--- src/include/bes_pkg.sv ---
// Purpose: shared constants and types for the boot entry sequencer
// Assumes: 100 MHz clock
// Notes:   timing counts derive from the printed times
`default_nettype none
package bes_pkg;
  localparam int unsigned CLK_HZ        = 100000000;
  localparam int unsigned XTAL_WAIT_US  = 6000;
  localparam int unsigned PIN_WAIT_US   = 4000;
  localparam int unsigned TIMEOUT_MS    = 1000;
  localparam int unsigned XTAL_WAIT_CYC = XTAL_WAIT_US * (CLK_HZ / 1000000);
  localparam int unsigned PIN_WAIT_CYC  = PIN_WAIT_US * (CLK_HZ / 1000000);
  localparam int unsigned TIMEOUT_CYC   = TIMEOUT_MS * (CLK_HZ / 1000);
  localparam logic [7:0]  VEC_CODE_A    = 8'h82;
  localparam logic [7:0]  VEC_CODE_B    = 8'hac;
  localparam logic [15:0] BOOT_EN_PAT   = 16'h55aa;
  localparam logic [7:0]  SYNC_CODE     = 8'h7f;
  localparam logic [23:0] APP_VECTOR    = 24'h008000;
  localparam logic [7:0]  RAM_ROUT_BASE = 8'ha0;
  localparam logic [1:0]  PORT_UART     = 2'h0;
  localparam logic [1:0]  PORT_SPI      = 2'h1;
  localparam logic [1:0]  PORT_CAN      = 2'h2;
  localparam logic [1:0]  PORT_NONE     = 2'h3;
  typedef enum logic [3:0] {
    ST_MASK, ST_CHECK, ST_XTAL, ST_PINS, ST_ROP, ST_POLL,
    ST_BAUD, ST_CMD, ST_RESTORE, ST_APP, ST_GO, ST_SWRST
  } bes_state_t;
endpackage
`default_nettype wire

--- src/logic/bes_top.sv ---
// Purpose: boot entry sequencer choosing loader or application after reset
// Assumes: port byte strobes are same-clock pulses from receivers
// Notes:   long waits use top parameters so simulation can shorten them
`timescale 1ns/100ps
`default_nettype none
module bes_top
  import bes_pkg::*;
#(
  parameter int unsigned XTAL_CYC    = XTAL_WAIT_CYC,
  parameter int unsigned PIN_CYC     = PIN_WAIT_CYC,
  parameter int unsigned TIMEOUT_LEN = TIMEOUT_CYC
)
(
  input  wire logic        clk,
  input  wire logic        rst,
  input  wire logic [7:0]  vector_byte,
  input  wire logic [15:0] boot_enable_option,
  input  wire logic        readout_protection,
  input  wire logic        ext_clk_present,
  input  wire logic        uart_rx_valid,
  input  wire logic [7:0]  uart_rx_byte,
  input  wire logic        spi_rx_valid,
  input  wire logic [7:0]  spi_rx_byte,
  input  wire logic        can_rx_valid,
  input  wire logic [7:0]  can_rx_id,
  input  wire logic        baud_done,
  input  wire logic        cmd_valid,
  input  wire logic        go_cmd,
  input  wire logic [23:0] go_addr,
  output logic             irq_mask,
  output logic             internal_rc_osc_16m,
  output logic             external_crystal_osc_en,
  output logic             uart_pullup_en,
  output logic             spi_slave_en,
  output logic             uart_en,
  output logic             spi_en,
  output logic             can_en,
  output logic             can_rate_125k,
  output logic             baud_measure,
  output logic             cmd_wait,
  output logic             restore_regs,
  output logic             sw_reset,
  output logic             clear_ram_routines,
  output logic             jump_valid,
  output logic [23:0]      jump_addr,
  output logic [1:0]       active_port
);
  // ==========================================================
  // state
  bes_state_t  state_q;
  logic        empty_q;
  logic        loader_to_q;
  logic        uart_lock_q;
  logic [1:0]  port_q;
  logic        tmr_load;
  logic [31:0] tmr_val;
  logic        tmr_run;
  logic        tmr_done;
  logic        vec_ok;
  logic        uart_sync;
  logic        spi_sync;
  logic        can_sync;

  assign vec_ok    = (vector_byte == VEC_CODE_A) || (vector_byte == VEC_CODE_B);
  // a bad uart byte ends uart sync for good; spi and can may retry
  assign uart_sync = uart_rx_valid && uart_rx_byte == SYNC_CODE && !uart_lock_q;
  assign spi_sync  = spi_rx_valid && spi_rx_byte == SYNC_CODE;
  assign can_sync  = can_rx_valid && can_rx_id == SYNC_CODE && ext_clk_present;

  // ==========================================================
  // wait and timeout timer
  bes_timer u_timer (
    .clk      (clk),
    .rst      (rst),
    .load     (tmr_load),
    .load_val (tmr_val),
    .run      (tmr_run),
    .done     (tmr_done)
  );

  always_comb
  begin
    tmr_load = 1'b0;
    tmr_val  = 32'h0;
    case (state_q)
      ST_CHECK:
      begin
        tmr_load = 1'b1;
        tmr_val  = ext_clk_present ? XTAL_CYC : 32'h0;
      end
      ST_XTAL:
      begin
        tmr_load = tmr_done;
        tmr_val  = PIN_CYC;
      end
      ST_PINS:
      begin
        tmr_load = tmr_done;
        tmr_val  = TIMEOUT_LEN;
      end
      ST_POLL:
      begin
        tmr_load = uart_sync || spi_sync || can_sync;
        tmr_val  = TIMEOUT_LEN;
      end
      ST_BAUD:
      begin
        tmr_load = 1'b1;
        tmr_val  = TIMEOUT_LEN;
      end
      default:
      begin
        tmr_load = 1'b0;
        tmr_val  = 32'h0;
      end
    endcase
  end

  // the crystal wait doubles as a zero-length step when no crystal is fitted
  assign tmr_run = (state_q == ST_XTAL) || (state_q == ST_PINS) || (state_q == ST_POLL)
                 || (state_q == ST_CMD && loader_to_q);

  // ==========================================================
  // sequencer
  always_ff @(posedge clk)
  begin
    if (rst)
      state_q <= ST_MASK;
    else
    begin
      case (state_q)
        ST_MASK:  state_q <= ST_CHECK;
        ST_CHECK:
        begin
          if (!vec_ok || boot_enable_option == BOOT_EN_PAT)
            state_q <= ST_XTAL;
          else
            state_q <= ST_APP;
        end
        ST_XTAL:  if (tmr_done) state_q <= ST_PINS;
        ST_PINS:  if (tmr_done) state_q <= ST_ROP;
        ST_ROP:   state_q <= readout_protection ? ST_RESTORE : ST_POLL;
        ST_POLL:
        begin
          if (uart_sync)
            state_q <= ST_BAUD;
          else if (spi_sync || can_sync)
            state_q <= ST_CMD;
          else if (tmr_done)
            state_q <= empty_q ? ST_SWRST : ST_RESTORE;
        end
        ST_BAUD:  if (baud_done) state_q <= ST_CMD;
        ST_CMD:
        begin
          if (cmd_valid && go_cmd)
            state_q <= ST_GO;
          else if (tmr_done && !cmd_valid)
            state_q <= ST_RESTORE;
        end
        ST_RESTORE: state_q <= ST_APP;
        ST_APP:     state_q <= ST_APP;
        ST_GO:      state_q <= ST_GO;
        ST_SWRST:   state_q <= ST_SWRST;
        default:    state_q <= ST_MASK;
      endcase
    end
  end

  // ==========================================================
  // entry decision flags
  always_ff @(posedge clk)
  begin
    if (rst)
    begin
      empty_q     <= 1'b0;
      loader_to_q <= 1'b0;
    end
    else if (state_q == ST_CHECK)
    begin
      empty_q     <= !vec_ok;
      loader_to_q <= vec_ok && boot_enable_option == BOOT_EN_PAT;
    end
    else if (state_q == ST_CMD && cmd_valid)
      loader_to_q <= 1'b0; // first command ends the loader timeout
  end

  always_ff @(posedge clk)
  begin
    if (rst)
      uart_lock_q <= 1'b0;
    else if (state_q == ST_POLL && uart_rx_valid && uart_rx_byte != SYNC_CODE)
      uart_lock_q <= 1'b1;
  end

  // ==========================================================
  // port selection
  always_ff @(posedge clk)
  begin
    if (rst)
      port_q <= PORT_NONE;
    else if (state_q == ST_POLL)
    begin
      if (uart_sync)
        port_q <= PORT_UART;
      else if (spi_sync)
        port_q <= PORT_SPI;
      else if (can_sync)
        port_q <= PORT_CAN;
    end
  end

  always_ff @(posedge clk)
  begin
    if (rst)
    begin
      jump_valid <= 1'b0;
      jump_addr  <= 24'h0;
    end
    else if (state_q == ST_RESTORE || (state_q == ST_CHECK && vec_ok
             && boot_enable_option != BOOT_EN_PAT))
    begin
      jump_valid <= 1'b1;
      jump_addr  <= APP_VECTOR;
    end
    else if (state_q == ST_CMD && cmd_valid && go_cmd)
    begin
      jump_valid <= 1'b1;
      jump_addr  <= go_addr;
    end
  end

  // ==========================================================
  // outputs
  logic polling;
  logic in_session;
  logic setup;
  assign polling    = (state_q == ST_POLL);
  assign in_session = (state_q == ST_BAUD) || (state_q == ST_CMD) || (state_q == ST_GO);
  assign setup      = (state_q == ST_XTAL) || (state_q == ST_PINS) || (state_q == ST_ROP);

  assign irq_mask                = 1'b1;
  assign internal_rc_osc_16m     = setup || polling || in_session;
  assign external_crystal_osc_en = (setup || polling || in_session) && ext_clk_present;
  assign uart_pullup_en          = setup || polling || in_session;
  assign spi_slave_en            = setup || polling || (in_session && port_q == PORT_SPI);
  assign uart_en = (polling && !uart_lock_q) || (in_session && port_q == PORT_UART);
  assign spi_en  = polling || (in_session && port_q == PORT_SPI);
  // can needs the external reference; the bus rate starts at 125 kbit/s
  assign can_en  = ext_clk_present && (polling || (in_session && port_q == PORT_CAN));
  assign can_rate_125k      = can_en;
  assign baud_measure       = (state_q == ST_BAUD);
  assign cmd_wait           = (state_q == ST_CMD);
  assign restore_regs       = (state_q == ST_RESTORE);
  assign sw_reset           = (state_q == ST_SWRST);
  assign clear_ram_routines = (state_q == ST_GO);
  assign active_port        = port_q;

  // ==========================================================
  // checks
  a_mask_first: assert property (@(posedge clk) disable iff (rst)
    state_q == ST_CHECK |-> irq_mask) else $error("irq not masked at check");
  a_empty_loader: assert property (@(posedge clk) disable iff (rst)
    state_q == ST_CHECK && !vec_ok |=> state_q == ST_XTAL) else $error("empty not loader");
  a_opt_jump: assert property (@(posedge clk) disable iff (rst)
    state_q == ST_CHECK && vec_ok && boot_enable_option != BOOT_EN_PAT
    |=> jump_valid && jump_addr == APP_VECTOR) else $error("no app jump");
  a_rop_exit: assert property (@(posedge clk) disable iff (rst)
    state_q == ST_ROP && readout_protection |=> ##1 jump_valid) else $error("rop ignored");
  a_can_clock: assert property (@(posedge clk) disable iff (rst)
    can_en |-> ext_clk_present) else $error("can without clock");
  a_uart_lock: assert property (@(posedge clk) disable iff (rst)
    polling && uart_rx_valid && uart_rx_byte != SYNC_CODE |=> !uart_en) else $error("uart lock");
  a_spi_retry: assert property (@(posedge clk) disable iff (rst)
    polling && spi_rx_valid && spi_rx_byte != SYNC_CODE && !uart_sync && !can_sync && !tmr_done
    |=> polling) else $error("spi retry lost");
  a_one_port: assert property (@(posedge clk) disable iff (rst)
    in_session |-> $onehot0({uart_en, spi_en, can_en})) else $error("extra port");
  a_empty_swrst: assert property (@(posedge clk) disable iff (rst)
    polling && tmr_done && empty_q && !uart_sync && !spi_sync && !can_sync
    |=> sw_reset) else $error("no soft reset");
  a_prio_uart: assert property (@(posedge clk) disable iff (rst)
    polling && uart_sync && spi_sync |=> port_q == PORT_UART) else $error("priority");
  c_uart_sess: cover property (@(posedge clk) disable iff (rst) baud_measure ##[1:20] cmd_wait);
  c_go: cover property (@(posedge clk) disable iff (rst) clear_ram_routines);
  c_timeout: cover property (@(posedge clk) disable iff (rst) restore_regs);
  c_swrst: cover property (@(posedge clk) disable iff (rst) sw_reset);
endmodule
`default_nettype wire

--- src/logic/bes_timer.sv ---
// Purpose: down counter for settle waits and timeouts
// Assumes: load and run from the same clock domain
// Notes:   done is a level while count is zero and running
`timescale 1ns/100ps
`default_nettype none
module bes_timer
  import bes_pkg::*;
(
  input  wire logic        clk,
  input  wire logic        rst,
  input  wire logic        load,
  input  wire logic [31:0] load_val,
  input  wire logic        run,
  output logic             done
);
  logic [31:0] cnt_q;

  always_ff @(posedge clk)
  begin
    if (rst)
      cnt_q <= 32'h0;
    else if (load)
      cnt_q <= load_val;
    else if (run && cnt_q != 32'h0)
      cnt_q <= cnt_q - 32'h1;
  end

  // done must not look at load: the sequencer builds load from done
  assign done = run && (cnt_q == 32'h0);
endmodule
`default_nettype wire

--- config.mk ---
export PLATFORM = sky130hd
export DESIGN_NAME = bes_top
export DESIGN_NICKNAME = d
export VERILOG_FILES = /design/src/include/bes_pkg.sv /design/src/logic/bes_top.sv /design/src/logic/bes_timer.sv
export SDC_FILE = /design/constraint.sdc
export NUM_CORES = 1
export LEC_CHECK = 0
export BUFFER_PORTS_ARGS = -buffer_cell sky130_fd_sc_hd__buf_2
export CORE_MARGIN = 2
export CORE_UTILIZATION = 40
export DETAILED_ROUTE_END_ITERATION = 10
export PLACE_DENSITY = 0.67
export SLEW_MARGIN = 20
export SYNTH_ARGS = -nofsm -noshare
export SYNTH_HDL_FRONTEND = slang
export SYNTH_SLANG_ARGS = --single-unit
--- constraint.sdc ---
create_clock -name clk -period 3.36 [get_ports clk]
set_input_delay 0.504 -clock clk [delete_from_list [all_inputs] [get_ports clk]]
set_output_delay 0.504 -clock clk [all_outputs]
set_load 0.1 [all_outputs]
After elaboration in Yosys (flattened, before gate mapping)
Index checks and enable logic that the tools add are counted.
- $add $sub $neg: 1
- equal/unequal tests: 26
- muxes and demuxes: 26
- reductions and logical operators: 59
- operators by type and width (operator ; number):
    $pmux 27 s3 ; 1
    $mux 32 ; 2
    $pmux 4 s11 ; 1
    $mux 4 ; 10
    $logic_not 32->1 ; 1
    $mux 16 ; 2
    $reduce_bool 32->1 ; 1
    $sub 32x1->32 const B ; 1
    $eq 8x7->1 const B ; 3
    $logic_and 1x1->1 ; 23
    $mux 20 ; 1
    $logic_or 1x1->1 ; 18
    $eq 16x15->1 const B ; 1
    $eq 4x3->1 const B ; 4
    $eq 4x4->1 const B ; 4
    $eq 8x8->1 const B ; 2
    $ne 16x15->1 const B ; 1
    $eq 4x2->1 const B ; 2
    $mux 2 ; 4
    $ne 8x7->1 const B ; 1
    $reduce_or 2->1 ; 4
    $ne 2x2->1 const B ; 3
    $reduce_bool 2->1 ; 3
    $reduce_and 5->1 ; 1
    other kinds (13) ; 18
- register bits: 66
- input port bits: 82
- output and inout port bits: 41

Depth between registers and ports, before layout
- depth after elaboration: 9
- depth in mapped cells: 12
- gate-level depth less buffers: 8

Cells and area by module
A second synthesis with hierarchy kept.
- cell total of the unflattened synthesis: 504
- area total of the unflattened synthesis: 3930.0 sq um
- by module, submodules not included (module ; times used ; cells each ; area each (sq um)):
    bes_timer ; 1 ; 249 ; 2006.9
    bes_top ; 1 ; 255 ; 1923.1

Worst setup path after synthesis
No wires, ideal clock.
- path kind: register -> output
- start point: register state_q[2]
- end point: output external_crystal_osc_en
- data arrival time: 4153 ps
- required time: 2856 ps
- path slack: -1297 ps
- cell stages (with the launch flop): 6
- path buffers: 2
- path through: dfxtp_1 > clkbuf_1 > clkbuf_1 > o21ai_0 > a21boi_0 > and2_1
- cells in the longest elaborated chain, start to end: 6
- elaborated cells between the ends (all ways): 14
- those cells by class: eq/ne (7); reduce/logical (7)
- ends and longest elaborated chain (element ; line ; text):
    start: declaration ; bes_top.sv:50 ; bes_state_t state_q;
    start signal: assignment ; bes_top.sv:142 ; ST_ROP: state_q <= readout_protection ? ST_RESTORE : ST_POLL;
    start signal: assignment ; bes_top.sv:150 ; state_q <= empty_q ? ST_SWRST : ST_RESTORE;
    $eq 4x2->1 ; bes_top.sv:239 ; assign setup = (state_q == ST_XTAL) || (state_q == ST_PINS) || (state_q == ST_ROP);
    $logic_or 1x1->1 (2 in a row) ; bes_top.sv:239 ;
    $logic_or 1x1->1 ; n/a ;
    $logic_or 1x1->1 * ; n/a ;
    net internal_rc_osc_16m ; bes_top.sv:31 ; output logic internal_rc_osc_16m,
    $logic_and 1x1->1 * ; bes_top.sv:243 ; assign external_crystal_osc_en = (setup || polling || in_session) && ext_clk_present;
    end: declaration ; bes_top.sv:32 ; output logic external_crystal_osc_en,
The timed path passes the listed nets; every way through them passes the cells marked *.

Final worst setup path
- start point: register state_q[3]
- end point: output can_rate_125k
- cells in the longest elaborated chain, start to end: 6
- elaborated cells between the ends (all ways): 9
- those cells by class: eq/ne (4); reduce/logical (5)
- ends and longest elaborated chain (element ; line ; text):
    $eq 4x3->1 ; bes_top.sv:238 ; assign in_session = (state_q == ST_BAUD) || (state_q == ST_CMD) || (state_q == ST_GO);
    $logic_or 1x1->1 (2 in a row) ; bes_top.sv:238 ;
    $logic_and 1x1->1 ; bes_top.sv:249 ; assign can_en = ext_clk_present && (polling || (in_session && port_q == PORT_CAN));
    $logic_or 1x1->1 * ; bes_top.sv:249 ;
    $logic_and 1x1->1 * ; bes_top.sv:249 ;
    end: declaration ; bes_top.sv:38 ; output logic can_rate_125k,
Mark *: on every way between the ends. The rest lies on a longest branch, timed or not.

==> key figures <==
Clock tree
  • CTS Hold Bufs: 0
  • Clk_lat worst skew: 0.35 ns
  • Clk buf depth: 2
  • Sink Count: 66
  • CTS clk-pin slew, worst paths: 0.08 ns
  • Clock Tree Root: clkbuf_8
  • H-tree levels: 3
  • CTS tree: built
  • Post-cts resize count: 0
  • Total CTS buffers: 9
  • # Post-CTS Setup Buffers: 0

Timing
  • Final Hold Viols: 0
  • Worst-Margin Slew: 0.8552 ns
  • Worst Hold Slack: 0.3739 ns
  • Post-route setup TNS: 0 ns
  • Worst clock skew: 0.007504 ns
  • Fin crit share: 0.8756
  • Fmax achieved: 0.3399 GHz
  • Slew margin rel.: 0.4299
  • Slew Limit Fails: 0
  • Unrepaired setup endpoints after global routing: false
  • Setup violations, final: 0
  • Min Tclk post-route: 2.942 ns

Detailed routing
  • DRT iter0 DRCs: 197
  • DRT Wirelength: 9951 microns
  • Avg WL per Cell: 14.76 microns
  • DR pass1 iterations: 4
  • Vias/cell: 5.487
  • Post-route ant nets: 0
  • Via count: 3698
  • DRC viols: 0

Setup path
  • CP Max Fanout: 18
  • Arr. time, crit path: 2.44 ns
  • CP required: 2.86 ns
  • Crit Path Category: reg -> out
  • Worst setup SP type: flip-flop
  • Setup crit end kind: primary output

Finish
  • Area Overhead vs Synth: 24.71%
  • Share of cells above drive strength 1: 0.3304
  • Layout net count: 642
  • Layout filler cell count: 891
  • Post-layout util: 0.5081
  • Finished Cell Area: 4628 sq um
  • FF+latch area: 1321 sq um
  • Ant. Diodes: 0
  • Area occupied by multi-input gates: 2186 sq um
  • Fin cells: 674

Synth
  • Most numerous cell in the Yosys netlist: dfxtp_1
  • Number of synthesized flops with an enable pin: 0
  • Mapped Area: 3711 sq um
  • Count of cell types in the netlist: 73
  • Area leader, netlist: dfxtp_1
  • Mapped Cells: 440
  • Asr flop ratio synth: 0
  • Synthesized net count: 524
  • Yosys top cell area share: 0.3560
  • Most used DFF post-synth: dfxtp_1
  • Synth top area cells: dfxtp_1 (36%), nand2_1 (6.6%), a21oi_1 (4.6%), xor2_1 (3.8%), nor2_1 (3.0%)
  • Warnings, synthesis: 0
  • Syn_area_per_cell: 8.434 sq um
  • Synthesized flop and latch total: 66
  • Post-synth top cells: dfxtp_1 (66), nand2_1 (65), a21oi_1 (34), nor2_1 (30), xor2_1 (16)
  • Post-synthesis sequential area ratio: 0.3560

Pwr
  • Leak Pwr: 1.944 nW
  • P per Cell Area: 967.2 nW/um^2
  • Peak VDD IR: 0.4317 mV

Global route
  • GRT Resource Usage Total: 0.2043
  • Vias in the first global route: 3512
  • Initial antenna violation count: 0
  • First-pass GRT wire length: 16470 microns
  • Global route total overflow: 0
  • Pin count of the biggest net entering global routing: 29

Job
  • MaxCap Viol Count: 0

Place
  • Buffers on Ports: 121
  • Placed instance area: 4402 sq um
  • Placed Instances: 658
  • Gp weighted congestion: 0.8677
  • Post-DP HPWL: 7403 microns

Floorplanning
  • Core Area: 9109 sq um
  • Initial Util: 0.4074
  • Die W: 100.3 microns
  • IO Pins: 123
  • Chip height: 100.3 microns
  • Die footprint: 10060 sq um
  • Num rows: 35

Min path
  • Hold Crit Class: in -> reg

Run status
  • Run status: completed
worst max-delay path, cell delays in order (launching register included):
cell and delay [ns]:
dfxtp_1 0.69, nand2b_1 0.24, o21ai_0 0.28, nand3b_1 0.14, nor2_1 0.16, o21a_1 0.14, buf_2 0.42
path summary, 6_finish.rpt:
kind,start,to,slack [ns],depth (start not counted)
setup / recovery,state_q[3]$_SDFFE_PP0P_,can_rate_125k,0.42,6
hold / removal,go_addr[11],jump_addr[11]$_SDFFE_PP0P_,0.37,3
setup reg to reg,u_timer.cnt_q[14]$_SDFFE_PP0P_,u_timer.cnt_q[6]$_SDFFE_PP0P_,0.64,7
hold reg to reg,jump_addr[6]$_SDFFE_PP0P_,jump_addr[6]$_SDFFE_PP0P_,0.45,2
power by group:
group / internal [W] / switching [W]
sequential: 0.000938 / 0.000190
clock: 0.000425 / 0.000341
combinational: 0.000880 / 0.00170
total: 0.00224 / 0.00223
state kept, by name (all words and copies together) (netlist names):
register and flops:
active_port 2, empty_q 1, jump_addr 24, jump_valid 1
loader_to_q 1, state_q 4, u_timer.cnt_q 32, uart_lock_q 1
layout by cell type (no fill, tap or decap), types with 8 or more instances in the layout:
| cell type | Yosys | final |
|---|---|---|
| buf_2 | 5 | 121 |
| dfxtp_1 | 66 | 66 |
| nand2_1 | 65 | 65 |
| a21oi_1 | 34 | 34 |
| nor2_1 | 30 | 30 |
| xor2_1 | 16 | 16 |
| buf_4 | 4 | 14 |
| nand3_1 | 13 | 13 |
| nor4_1 | 13 | 13 |
| inv_1 | 11 | 11 |
| o21ai_0 | 10 | 10 |
| a21oi_2 | 10 | 10 |
| nand2b_1 | 9 | 9 |
| clkbuf_8 | 0 | 9 |
| nor3_1 | 11 | 8 |
| xnor2_1 | 8 | 8 |
stage by stage:
| stage | worst slack (ns) | total power, W |
|---|---|---|
| 2_1_floorplan | 0.09178 | 0.003241 |
| 3_3_place_gp | 0.6719 | 0.003670 |
| 3_5_place_dp | 0.5644 | 0.003717 |
| 4_1_cts | 0.4270 | 0.004496 |
| 5_1_grt | 0.1630 | 0.004794 |
| 6_report | 0.4181 | 0.004476 |
per-layer routing:
metal,GRT usage,routed length [microns]
met5,0,0
met4,0.07798,142
met3,0.05223,513
met2,0.3382,5007
met1,0.2554,4289
logic make-up after synthesis:
kind of cell,count (synthesis),synth area share
AOI/OAI and AO/OA,109,0.2249
DFF,66,0.3560
other,1,0.001010
muxes,2,0.005395
xor gates and xnor gates,24,0.05664
adders and majority gates,2,0.006742
and+or+nand+nor,196,0.2893
buffers and inverters,40,0.06001
final cells by class:
class,count,share of cell area
multi-input cells,334,0.4723
flip-flops and latches,66,0.2855
repair buffers,135,0.1536
well taps,111,0.03001
clock buffers,9,0.02676
clock inverters,7,0.02217
inverters,12,0.009732
No activity file was read; power rests on OpenSTA's default activity.
